## src/verilog/amf_pkg.sv

```systemverilog
// How it works
// - start byte fb, then remaining length
// - third byte is packet type 27
// - short status: length 02, a0 or a1
// - invalid argument e1, read-only write e4
// - reset cause: brownout ec, watchdog ed
// - crystal or radio fault sends ee
// - join: length 06, a3, id, parent mac
// - exit: length 03, a4, parent id
// - heartbeat: length 0c, a8, own, parent mac
// - parent id, router id or ff
// - beacon power averaged, weight one sixteenth
// - parent received power, 7f when invalid
package amf_pkg;

   // ******************************
   // message framing constants
   // ******************************
   localparam logic [7:0] START_BYTE = 8'hfb;
   localparam logic [7:0] PKT_TYPE = 8'h27;
   localparam logic [7:0] LEN_SHORT = 8'h02;
   localparam logic [7:0] LEN_JOIN = 8'h06;
   localparam logic [7:0] LEN_EXIT = 8'h03;
   localparam logic [7:0] LEN_BEAT = 8'h0c;
   localparam logic [7:0] HDR_BYTES = 8'h02;
   localparam logic [7:0] NO_NET_ID = 8'hff;
   localparam logic signed [7:0] PWR_INVALID = 8'sh7f;
   localparam logic signed [7:0] PWR_MAX_VALID = 8'sh7e;
   localparam int FILT_SHIFT = 4;
   localparam int FILT_FRAC = 4;

   // ******************************
   // status codes
   // ******************************
   localparam logic [7:0] ST_STARTUP = 8'ha0;
   localparam logic [7:0] ST_FAST_BCN = 8'ha1;
   localparam logic [7:0] ST_JOINED = 8'ha3;
   localparam logic [7:0] ST_EXITED = 8'ha4;
   localparam logic [7:0] ST_BEAT = 8'ha8;
   localparam logic [7:0] ST_BAD_ARG = 8'he1;
   localparam logic [7:0] ST_READ_ONLY = 8'he4;
   localparam logic [7:0] ST_BROWNOUT = 8'hec;
   localparam logic [7:0] ST_WATCHDOG = 8'hed;
   localparam logic [7:0] ST_HW_ERR = 8'hee;

   // ******************************
   // types
   // ******************************
   typedef enum logic [3:0] {
      AMF_EV_STARTUP,
      AMF_EV_FAST_BCN,
      AMF_EV_BAD_ARG,
      AMF_EV_READ_ONLY,
      AMF_EV_BROWNOUT,
      AMF_EV_WATCHDOG,
      AMF_EV_HW_ERR,
      AMF_EV_JOIN,
      AMF_EV_EXIT,
      AMF_EV_BEAT
   } amf_event_t;

   typedef struct packed {
      logic [23:0] own_mac;
      logic [23:0] parent_mac;
      logic [7:0] parent_id;
      logic [7:0] base_id;
      logic is_router;
      logic signed [7:0] parent_rx_pwr;
   } amf_net_info_t;

   typedef struct packed {
      logic valid;
      logic [7:0] data;
      logic last;
   } amf_byte_t;

endpackage

```

## src/verilog/amf_pwr_filter.sv

```systemverilog
`timescale 1ns/1ps
// exponential average of beacon power, weight 1/16
module amf_pwr_filter (
   input wire logic i_ref_clk,
   input wire logic i_sys_rst,
   input wire logic i_sample_valid,
   input wire logic signed [7:0] i_sample,
   output logic signed [7:0] o_avg
);

   // ******************************
   // filter state
   // ******************************
   logic signed [15:0] acc;
   logic have_data;
   logic signed [15:0] next_acc;
   logic next_have_data;
   logic signed [15:0] sample_q;
   logic signed [7:0] next_avg;

   always_comb begin
      sample_q = 16'(i_sample) <<< amf_pkg::FILT_FRAC;
      next_acc = acc;
      next_have_data = have_data;
      if (i_sample_valid && i_sample != amf_pkg::PWR_INVALID) begin
         next_have_data = 1'b1;
         if (!have_data) begin
            next_acc = sample_q;
         end else begin
            next_acc = acc + ((sample_q - acc) >>> amf_pkg::FILT_SHIFT);
         end
      end
      // clamp so a valid average never reads as the invalid marker
      next_avg = 8'(acc >>> amf_pkg::FILT_FRAC);
      if (!have_data) begin
         next_avg = amf_pkg::PWR_INVALID;
      end else if (next_avg == amf_pkg::PWR_INVALID) begin
         next_avg = amf_pkg::PWR_MAX_VALID;
      end
   end

   // register state and output
   always_ff @(posedge i_ref_clk) begin
      if (i_sys_rst) begin
         acc <= 16'sh0000;
         have_data <= 1'b0;
         o_avg <= amf_pkg::PWR_INVALID;
      end else begin
         acc <= next_acc;
         have_data <= next_have_data;
         o_avg <= next_avg;
      end
   end

endmodule

```

## src/verilog/amf_msg_rom.sv

```systemverilog
`timescale 1ns/1ps
// selects header and body byte for a message at a byte index
module amf_msg_rom (
   input wire amf_pkg::amf_event_t i_event,
   input wire logic [7:0] i_index,
   input wire amf_pkg::amf_net_info_t i_info,
   input wire logic signed [7:0] i_beacon_pwr,
   output logic [7:0] o_byte,
   output logic [7:0] o_len
);

   // ******************************
   // byte lookup
   // ******************************
   function automatic logic [7:0] status_of(amf_pkg::amf_event_t ev);
      unique case (ev)
         amf_pkg::AMF_EV_STARTUP: status_of = amf_pkg::ST_STARTUP;
         amf_pkg::AMF_EV_FAST_BCN: status_of = amf_pkg::ST_FAST_BCN;
         amf_pkg::AMF_EV_BAD_ARG: status_of = amf_pkg::ST_BAD_ARG;
         amf_pkg::AMF_EV_READ_ONLY: status_of = amf_pkg::ST_READ_ONLY;
         amf_pkg::AMF_EV_BROWNOUT: status_of = amf_pkg::ST_BROWNOUT;
         amf_pkg::AMF_EV_WATCHDOG: status_of = amf_pkg::ST_WATCHDOG;
         amf_pkg::AMF_EV_HW_ERR: status_of = amf_pkg::ST_HW_ERR;
         amf_pkg::AMF_EV_JOIN: status_of = amf_pkg::ST_JOINED;
         amf_pkg::AMF_EV_EXIT: status_of = amf_pkg::ST_EXITED;
         amf_pkg::AMF_EV_BEAT: status_of = amf_pkg::ST_BEAT;
         default: status_of = amf_pkg::ST_HW_ERR;
      endcase
   endfunction

   always_comb begin
      o_len = amf_pkg::LEN_SHORT;
      if (i_event == amf_pkg::AMF_EV_JOIN) begin
         o_len = amf_pkg::LEN_JOIN;
      end else if (i_event == amf_pkg::AMF_EV_EXIT) begin
         o_len = amf_pkg::LEN_EXIT;
      end else if (i_event == amf_pkg::AMF_EV_BEAT) begin
         o_len = amf_pkg::LEN_BEAT;
      end
      o_byte = 8'h00;
      unique case (i_index)
         8'h00: o_byte = amf_pkg::START_BYTE;
         8'h01: o_byte = o_len;
         8'h02: o_byte = amf_pkg::PKT_TYPE;
         8'h03: o_byte = status_of(i_event);
         default: begin
            if (i_event == amf_pkg::AMF_EV_JOIN) begin
               unique case (i_index)
                  8'h04: o_byte = i_info.parent_id;
                  8'h05: o_byte = i_info.parent_mac[7:0];
                  8'h06: o_byte = i_info.parent_mac[15:8];
                  8'h07: o_byte = i_info.parent_mac[23:16];
                  default: o_byte = 8'h00;
               endcase
            end else if (i_event == amf_pkg::AMF_EV_EXIT) begin
               o_byte = i_info.parent_id;
            end else begin
               unique case (i_index)
                  8'h04: o_byte = i_info.own_mac[7:0];
                  8'h05: o_byte = i_info.own_mac[15:8];
                  8'h06: o_byte = i_info.own_mac[23:16];
                  8'h07: o_byte = i_info.parent_mac[7:0];
                  8'h08: o_byte = i_info.parent_mac[15:8];
                  8'h09: o_byte = i_info.parent_mac[23:16];
                  8'h0a: o_byte = i_info.parent_id;
                  8'h0b: o_byte = i_info.is_router ? i_info.base_id
                                                   : amf_pkg::NO_NET_ID;
                  8'h0c: o_byte = i_beacon_pwr;
                  8'h0d: o_byte = i_info.parent_rx_pwr;
                  default: o_byte = 8'h00;
               endcase
            end
         end
      endcase
   end

endmodule

```

## src/verilog/amf_framer.sv

```systemverilog
`timescale 1ns/1ps
// serialises one announce message per accepted event
module amf_framer (
   input wire logic i_ref_clk,
   input wire logic i_sys_rst,
   input wire logic i_ev_valid,
   output logic o_ev_ready,
   input wire amf_pkg::amf_event_t i_ev_kind,
   input wire amf_pkg::amf_net_info_t i_info,
   input wire logic i_bcn_valid,
   input wire logic signed [7:0] i_bcn_pwr,
   output amf_pkg::amf_byte_t o_tx,
   input wire logic i_tx_ready
);

   // ******************************
   // state
   // ******************************
   typedef enum logic {
      AMF_IDLE,
      AMF_SEND
   } amf_state_t;

   amf_state_t state;
   amf_state_t next_state;
   amf_pkg::amf_event_t ev;
   amf_pkg::amf_event_t next_ev;
   amf_pkg::amf_net_info_t info;
   amf_pkg::amf_net_info_t next_info;
   logic [7:0] idx;
   logic [7:0] next_idx;
   amf_pkg::amf_byte_t next_tx;
   logic [7:0] rom_byte;
   logic [7:0] rom_len;
   logic [7:0] rom_next_byte;
   logic [7:0] last_idx;
   logic signed [7:0] bcn_avg;

   // ******************************
   // submodules
   // ******************************
   amf_pwr_filter u_filter (
      .i_ref_clk(i_ref_clk),
      .i_sys_rst(i_sys_rst),
      .i_sample_valid(i_bcn_valid),
      .i_sample(i_bcn_pwr),
      .o_avg(bcn_avg)
   );

   // lookup of the next byte to present
   amf_msg_rom u_rom (
      .i_event(next_ev),
      .i_index(next_idx),
      .i_info(next_info),
      .i_beacon_pwr(bcn_avg),
      .o_byte(rom_next_byte),
      .o_len(rom_len)
   );

   assign rom_byte = rom_next_byte;
   assign o_ev_ready = (state == AMF_IDLE);

   // next state, event, info and index
   always_comb begin
      next_state = state;
      next_ev = ev;
      next_info = info;
      next_idx = idx;
      unique case (state)
         AMF_IDLE: begin
            if (i_ev_valid) begin
               next_state = AMF_SEND;
               next_ev = i_ev_kind;
               next_info = i_info;
               next_idx = 8'h00;
            end
         end
         AMF_SEND: begin
            if (i_tx_ready) begin
               if (o_tx.last) begin
                  next_state = AMF_IDLE;
               end else begin
                  next_idx = 8'(idx + 8'h01);
               end
            end
         end
      endcase
   end

   // next output byte, looked up at the next index
   // kept apart from the state logic so the lookup forms no loop
   always_comb begin
      next_tx = o_tx;
      last_idx = 8'(rom_len + amf_pkg::HDR_BYTES - 8'h01);
      if (next_state == AMF_SEND) begin
         next_tx.valid = 1'b1;
         next_tx.data = rom_byte;
         next_tx.last = (next_idx == last_idx);
      end else begin
         next_tx.valid = 1'b0;
         next_tx.last = 1'b0;
      end
   end

   // register all state
   always_ff @(posedge i_ref_clk) begin
      if (i_sys_rst) begin
         state <= AMF_IDLE;
         ev <= amf_pkg::AMF_EV_STARTUP;
         info <= '0;
         idx <= 8'h00;
         o_tx <= '0;
      end else begin
         state <= next_state;
         ev <= next_ev;
         info <= next_info;
         idx <= next_idx;
         o_tx <= next_tx;
      end
   end

endmodule

```

## config.mk

```make
export PLATFORM = sky130hd
export DESIGN_NAME = amf_framer
export DESIGN_NICKNAME = d
export VERILOG_FILES = /design/src/verilog/amf_pkg.sv /design/src/verilog/amf_pwr_filter.sv /design/src/verilog/amf_msg_rom.sv /design/src/verilog/amf_framer.sv
export SDC_FILE = /design/constraint.sdc
export NUM_CORES = 1
export LEC_CHECK = 0
export ABC_AREA = 1
export BUFFER_PORTS_ARGS = -buffer_cell sky130_fd_sc_hd__buf_2
export CAP_MARGIN = 20
export CELL_PAD_IN_SITES_DETAIL_PLACEMENT = 0
export CELL_PAD_IN_SITES_GLOBAL_PLACEMENT = 1
export CORE_ASPECT_RATIO = 1.4
export CORE_MARGIN = 5
export CORE_UTILIZATION = 40
export CTS_BUF_LIST = sky130_fd_sc_hd__clkbuf_4 sky130_fd_sc_hd__clkbuf_8
export DETAILED_ROUTE_END_ITERATION = 8
export HOLD_SLACK_MARGIN = 0.1
export PLACE_DENSITY_LB_ADDON = 0.1
export SYNTH_ARGS = -nofsm -noshare
export SYNTH_HDL_FRONTEND = slang
export SYNTH_HIERARCHICAL = 1
export SYNTH_SLANG_ARGS = --single-unit
```

## constraint.sdc

```tcl
create_clock -name i_ref_clk -period 3.98 [get_ports i_ref_clk]
set_clock_uncertainty 0.2 [all_clocks]
set_input_delay 0.398 -clock i_ref_clk [delete_from_list [all_inputs] [get_ports i_ref_clk]]
set_output_delay 0.398 -clock i_ref_clk [all_outputs]
set_load 0.05 [all_outputs]
```

==> run_results.csv, run 1 <==
group,metric,value,unit
grt,grt_pass1_vias,9009,
pwr,p_total,3.747,mW
placement,place_worst_setup_slack,259.6,ps
setup_path,path_max_fanout,5,
setup_path,reg2reg_depth,18,
pwr,leakage,5.371,nW
detailed_routing,drtPass1Iterations,5,
cells_and_area,layout.cells.most_common,"sky130_fd_sc_hd__nand2_1",
die,rows,63,
grt,grt_pass1_wl,45.40,mm
yosys,ys_ff_latch,120,
detailed_routing,antenna_violating_nets_left,0,
setup_path,path_delay_family,"compound AO/OA/AOI/OAI gates",
setup_path,worst-endpoint-arrival,3880,ps
min_path,worst_hold_path_cells,3,
detailed_routing,drc_errors,0,
grt,grt_use_total,0.2336,
timing,fmax,270.2,MHz
detailed_routing,drt-wirelength-per-cell,16.01,um
yosys,synthesis.instances,1327,
cells_and_area,share_of_layout_cells_above_drive_strength_1,0.2013,
setup_path,reg2reg_slack,280,ps
min_path,min-delay-start,"i_info[34]",
cells_and_area,final_net_count,1617,
placement,buffer_ports.inserted,100,
setup_path,crit_required,4150,ps
yosys,yosysUniqueCellTypes,55,
cells_and_area,most_used_cells_in_the_layout_excluding_fill_and_tap_cells,"sky130_fd_sc_hd__nand2_1 (256), sky130_fd_sc_hd__inv_1 (194), sky130_fd_sc_hd__nor2_1 (148), sky130_fd_sc_hd__nand3_1 (123), sky130_fd_sc_hd__dfxtp_1 (120)",
pwr,switching_power,1.356,mW
timing,slew_viol_final,0,
min_path,worst_hold_end,"info[34]",
die,dieWidth,133.1,um
die,fp.dieH,182.4,um
setup_path,setup.worst_path.end_class,"flop",
grt,grt_max_degree,86,
clocking,tritoncts_num_sinks,120,
detailed_routing,drt_first_iter_violations,436,
setup_path,regToRegEndpoint,"u_filter/acc[10]",
yosys,yosys.area.top_type_share,0.2830,
timing,slew_hr,0.3369,
placement,post_detail_place_hpwl,21.30,mm
pwr,vdd_ir_drop_max,0.2440,mV
pwr,intPower,2.391,mW
timing,setup-violations-final,0,
yosys,post_synth_instance_area,8489,um2
job,cap_violations,0,
setup_path,r2r_start,"u_filter/acc[7]",
timing,setup_slack,279.2,ps
setup_path,worstPathCellList,"inv_1 -> ha_1 -> a21oi_1 -> o21ai_1 -> a21oi_1 -> o21ai_1 -> nand3_1 -> nand2_1 -> xnor2_1 -> inv_1 -> ha_1 -> nand2_1 -> nor2_1 -> nand3_1 -> nand3_1 -> xor2_1 -> o21ai_1 -> a21oi_1",
clocking,cts_max_level,4,
timing,period_share,0.9298,
pwr,pwr-share-seq,0.356,
grt,number_of_antenna_violations_at_the_first_check_in_global_routing,0,
status,status,"complete, no violations",
clocking,path_clk_slew,80,ps
timing,setup_repair_after_global_routing_missed_its_margin,"false",
timing,setup_tns,0,ps
yosys,yosysSeqAreaShare,0.2830,
clocking,setup_bufs_post_cts,0,
setup_path,timing_worst_setup_path_type,"flop to flop",
yosys,yosysWarnings,6,
die,initial_utilization,0.4034,
pwr,combPwrFrac,0.326,
cells_and_area,antenna_cells,0,
setup_path,timing.critical_path.slowest_stage_cell,"sky130_fd_sc_hd__dfxtp_1",
pwr,power_switching_share,0.3618,
detailed_routing,totalWireLength,28.25,mm
clocking,cts-hold-fix-buffers,76,
placement,finalWeightedCongestion,0.9369,
detailed_routing,routed_via_density,4.999,
clocking,clk-insertion-delay-late,450,ps
timing,tightestPinTransition,994.7,ps
die,die-area,24280,um2
die,core,21050,um2
setup_path,crit_path_start_kind,"flop",
clocking,cts-root-to-sink-buffers,2,
setup_path,worst_path_bufs_invs,2,
pwr,powerDensity,362.0,nW/um2
yosys,synth.area.top_cells,"sky130_fd_sc_hd__dfxtp_1 (28%), sky130_fd_sc_hd__nand2_1 (11%), sky130_fd_sc_hd__inv_1 (8.6%)",
grt,grt.overflow.total,0,
timing,report.final.hold_viol_count,0,
die,pin_count,101,
clocking,tritoncts,"built",
setup_path,timing.critical_path.slowest_cell_delay,400,ps
min_path,worstHoldPathType,"input port to flop",
timing,fin_crit,3701,ps
yosys,yosysTopAreaCell,"sky130_fd_sc_hd__dfxtp_1",
cells_and_area,layout-area-overhead-vs-synth,21.92,%
detailed_routing,vias,8823,
clocking,cts-buffers-inserted,17,
pwr,clock_power_share,0.318,
yosys,syn_avg_cell_area,6.397,um2
clocking,post_cts_resized,0,
clocking,clk_root_buffer_cell,"sky130_fd_sc_hd__clkbuf_8",
-- power groups by stage --
stage | Clock, mW | Sequential [mW] | Combinational, mW
after floorplan | 0 | 1.38 | 0.826
after global placement | 0 | 1.36 | 1.16
after detailed placement | 0 | 1.36 | 1.16
after CTS | 1.23 | 1.33 | 1.22
after global routing | 1.28 | 1.34 | 1.36
final | 1.19 | 1.33 | 1.22
-- how the worst max path moves through the flow --
stage,start,to,cells past startpoint,slack (ps)
after floorplan,o_tx[9],o_tx[0],18,790
after global placement,i_bcn_pwr[3],u_filter/acc[10],18,280
after detailed placement,i_bcn_pwr[3],u_filter/acc[10],18,260
after CTS,u_filter/acc[7],u_filter/acc[10],18,280
after global routing,u_filter/acc[7],u_filter/acc[10],18,90
final,u_filter/acc[7],u_filter/acc[10],18,280
-- through the flow --
stage,hold slack (ps),cell area (um2),cells,utilization
global placement,256.3,9165,1657,0.4355
finish,107.7,10350,1765,0.4918
CTS,106.4,10350,1765,0.4918
global route,116.1,10350,1765,0.4918
floorplan,243.5,8501,1330,-
detailed placement,255.7,9165,1657,0.4355
-- synthesized netlist by cell type, drive strengths merged --
cell type	instances
o22ai	1
o2111ai	3
xnor2	6
conb	1
nor2	168
inv	211
dfxtp	120
ha	34
a221oi	3
clkinv	2
a31o	1
a21o	3
and2	1
fa	1
a31oi	6
xor2	9
nand4	11
nand3	130
o211ai	1
nand2	280
a21oi	75
o21ai	115
a22oi	1
a21boi	1
nor4	2
o21bai	4
a211oi	2
nor3	10
buf	20
or2	78
o221ai	1
clkbuf	25
nand3b	1
-- registers in the layout, summed over array words and instances (netlist names) --
signal and count:
u_filter/acc 16, info 73, ev 4, u_filter/o_avg 8
idx 8, o_tx 10, u_filter/have_data 1
-- cells by family (layout without fill, tap and decap cells) --
kind of cell | after synthesis | in the layout | share of synthesized area
AO/OA/AOI/OAI | 217 | 217 | 0.1400
XOR/XNOR | 15 | 15 | 0.01548
adder cells (fa/ha/maj) | 35 | 35 | 0.05247
buffers and inverters | 258 | 433 | 0.1245
flip-flops | 120 | 120 | 0.2830
other | 1 | 4 | 0.0004417
AND/OR/NAND/NOR | 681 | 681 | 0.3841
-- final cells by class --
class,instances,area [um2]
fillers,2282,10700
multi-input cells,952,5041
flip-flops and latches,120,2402
repair buffers,188,1354
inverters,213,803.3
well taps,260,325.3
clock buffers,19,255.2
clock inverters,13,168.9
-- metal layers --
layer	vias to the layer above	track usage	wire, um
li1	4532	-	-
met1	4077	0.2425	10960
met2	164	0.4630	15530
met3	50	0.03172	787
met4	0	0.09634	977
met5	-	0	0
-- tightest hold or removal path: stages --
cell	delay [ps]
sky130_fd_sc_hd__buf_2	70
sky130_fd_sc_hd__o21ai_0	140
sky130_fd_sc_hd__nor2_1	110
Power figures use the tool's default switching activity.
==> run 2: changes to the inputs <==
--- a/config.mk
+++ b/config.mk
@@ -17,6 +17,7 @@
 export DETAILED_ROUTE_END_ITERATION = 8
 export HOLD_SLACK_MARGIN = 0.1
 export PLACE_DENSITY_LB_ADDON = 0.1
+export REMOVE_ABC_BUFFERS = 1
 export SYNTH_ARGS = -nofsm -noshare
 export SYNTH_HDL_FRONTEND = slang
 export SYNTH_HIERARCHICAL = 1
==> run_results.csv, run 2 (same netlist as run 1, synthesis figures left out) <==
group,metric,value,unit
status,status,"complete, no violations",
timing,report.final.hold_viol_count,0,
setup_path,crit_path_start_kind,"flop",
die,initial_utilization,0.4034,
clocking,cts_max_level,4,
detailed_routing,routed_via_density,4.917,
grt,grt_pass1_wl,43.73,mm
cells_and_area,share_of_layout_cells_above_drive_strength_1,0.2004,
setup_path,timing.critical_path.from,"u_filter/acc[7]",
placement,post_dp_cell_area,9170,um2
detailed_routing,drt_first_iter_violations,497,
grt,number_of_antenna_violations_at_the_first_check_in_global_routing,0,
detailed_routing,drt-wirelength-per-cell,15.31,um
setup_path,path_max_fanout,5,
pwr,leakage,5.360,nW
setup_path,r2r_start,"u_filter/acc[7]",
timing,setup-violations-final,0,
placement,placed_cells_incl_taps,1656,
clocking,tritoncts_num_sinks,120,
cells_and_area,layout.core_utilization,0.4920,
setup_path,setup.worst_path.end_class,"flop",
timing,hold_slack,126.1,ps
cells_and_area,final_net_count,1615,
clocking,tritoncts,"built",
timing,setup_slack,304.3,ps
pwr,vdd_ir_drop_max,0.1759,mV
min_path,min-delay-start,"i_info[4]",
grt,grt_pass1_vias,8827,
clocking,clk_root_buffer_cell,"sky130_fd_sc_hd__clkbuf_8",
cells_and_area,antenna_cells,0,
cells_and_area,max_flop_register,"info",
clocking,path_clk_slew,80,ps
detailed_routing,vias,8664,
timing,period_share,0.9235,
detailed_routing,drc_errors,0,
setup_path,worst-endpoint-arrival,3840,ps
die,rows,63,
detailed_routing,drtPass1Iterations,5,
clocking,cts-buffers-inserted,17,
setup_path,worst_path_bufs_invs,2,
cells_and_area,final_area,10350,um2
clocking,cts-root-to-sink-buffers,2,
setup_path,worstPathCellList,"inv_1 -> ha_1 -> a21oi_1 -> o21ai_1 -> a21oi_1 -> o21ai_1 -> nand3_1 -> nand2_1 -> xnor2_1 -> inv_1 -> ha_1 -> nand2_1 -> nor2_1 -> nand3_1 -> nand3_1 -> xor2_1 -> o21ai_1 -> a21oi_1",
placement,place_worst_setup_slack,318.4,ps
placement,finalWeightedCongestion,0.9091,
die,pin_count,101,
grt,grt.overflow.total,0,
timing,fin_crit,3676,ps
detailed_routing,totalWireLength,26.98,mm
pwr,p_total,3.751,mW
die,dieWidth,133.1,um
grt,grt_max_degree,61,
timing,tightestPinTransition,657.8,ps
cells_and_area,layout.cells.most_common,"sky130_fd_sc_hd__nand2_1",
timing,setup_tns,0,ps
detailed_routing,antenna_violating_nets_left,0,
cells_and_area,most_used_cells_in_the_layout_excluding_fill_and_tap_cells,"sky130_fd_sc_hd__nand2_1 (256), sky130_fd_sc_hd__inv_1 (194), sky130_fd_sc_hd__nor2_1 (148), sky130_fd_sc_hd__nand3_1 (123), sky130_fd_sc_hd__dfxtp_1 (120)",
cells_and_area,layout-area-overhead-vs-synth,21.97,%
setup_path,timing_worst_setup_path_type,"flop to flop",
die,die-area,24280,um2
timing,fmax,272.1,MHz
setup_path,timing.critical_path.slowest_cell_delay,390,ps
setup_path,timing.critical_path.slowest_stage_cell,"sky130_fd_sc_hd__dfxtp_1",
cells_and_area,largest_reg_flops,73,
clocking,cts-hold-fix-buffers,75,
timing,slew_hr,0.5614,
job,cap_violations,0,
clocking,post_cts_resized,0,
placement,post_detail_place_hpwl,20.32,mm
setup_path,crit_required,4140,ps
cells_and_area,largest_registers,"info x73, u_filter/acc x16, o_tx x10",
pwr,powerDensity,362.2,nW/um2
die,fp.dieH,182.4,um
die,core,21050,um2
setup_path,path_delay_family,"compound AO/OA/AOI/OAI gates",
clocking,setup_bufs_post_cts,0,
min_path,worstHoldPathType,"input port to flop",
timing,setup_repair_after_global_routing_missed_its_margin,"false",
cells_and_area,instances_no_fill,1762,
clocking,clk-insertion-delay-late,440,ps
placement,buffer_ports.inserted,100,
grt,grt_use_total,0.2242,
timing,slew_viol_final,0,
-- run 2: per-layer routing --
metal  up-vias  global-route usage  wire length [um]
li1       4531                   -                 -
met1      3925              0.2430             10660
met2       166              0.4353             14650
met3        42             0.02896               900
met4         0             0.08769               764
met5         -                   0                 0
-- run 2: worst reg2reg max path, delay by kind of cell, from the launching register on --
family          cells  cell delay (ps)
fa+ha+maj           2              690
buf+inv             2              160
flops               1              390
xor+xnor            2              280
simple gates        6              940
compound gates      6              950
-- run 2: area by class of cell --
cell class,instances,area [um2]
Inverter,213,803.3
Clock inverter,14,200.2
Tap cell,260,325.3
Fill cell,2241,10690
Timing Repair Buffer,186,1349
Clock buffer,17,234.0
Sequential cell,120,2402
Multi-Input combinational cell,952,5041
-- run 2: worst paths after layout --
path | cells past startpoint | slack (ps) | end
worst max register to register | 18 | 300 | u_filter/acc[10]
worst max-delay path | 18 | 300 | u_filter/acc[10]
worst min register to register | 2 | 260 | o_tx[8]
worst min-delay path | 3 | 130 | info[4]
-- run 2: power by group --
| group | total (mW) | internal, mW | leakage (nW) | switching [mW] |
|---|---|---|---|---|
| Clock | 1.22 | 0.683 | 0.208 | 0.535 |
| Combinational | 1.20 | 0.448 | 4.16 | 0.756 |
| Sequential | 1.33 | 1.29 | 0.992 | 0.0368 |
| Total | 3.75 | 2.42 | 5.36 | 1.33 |
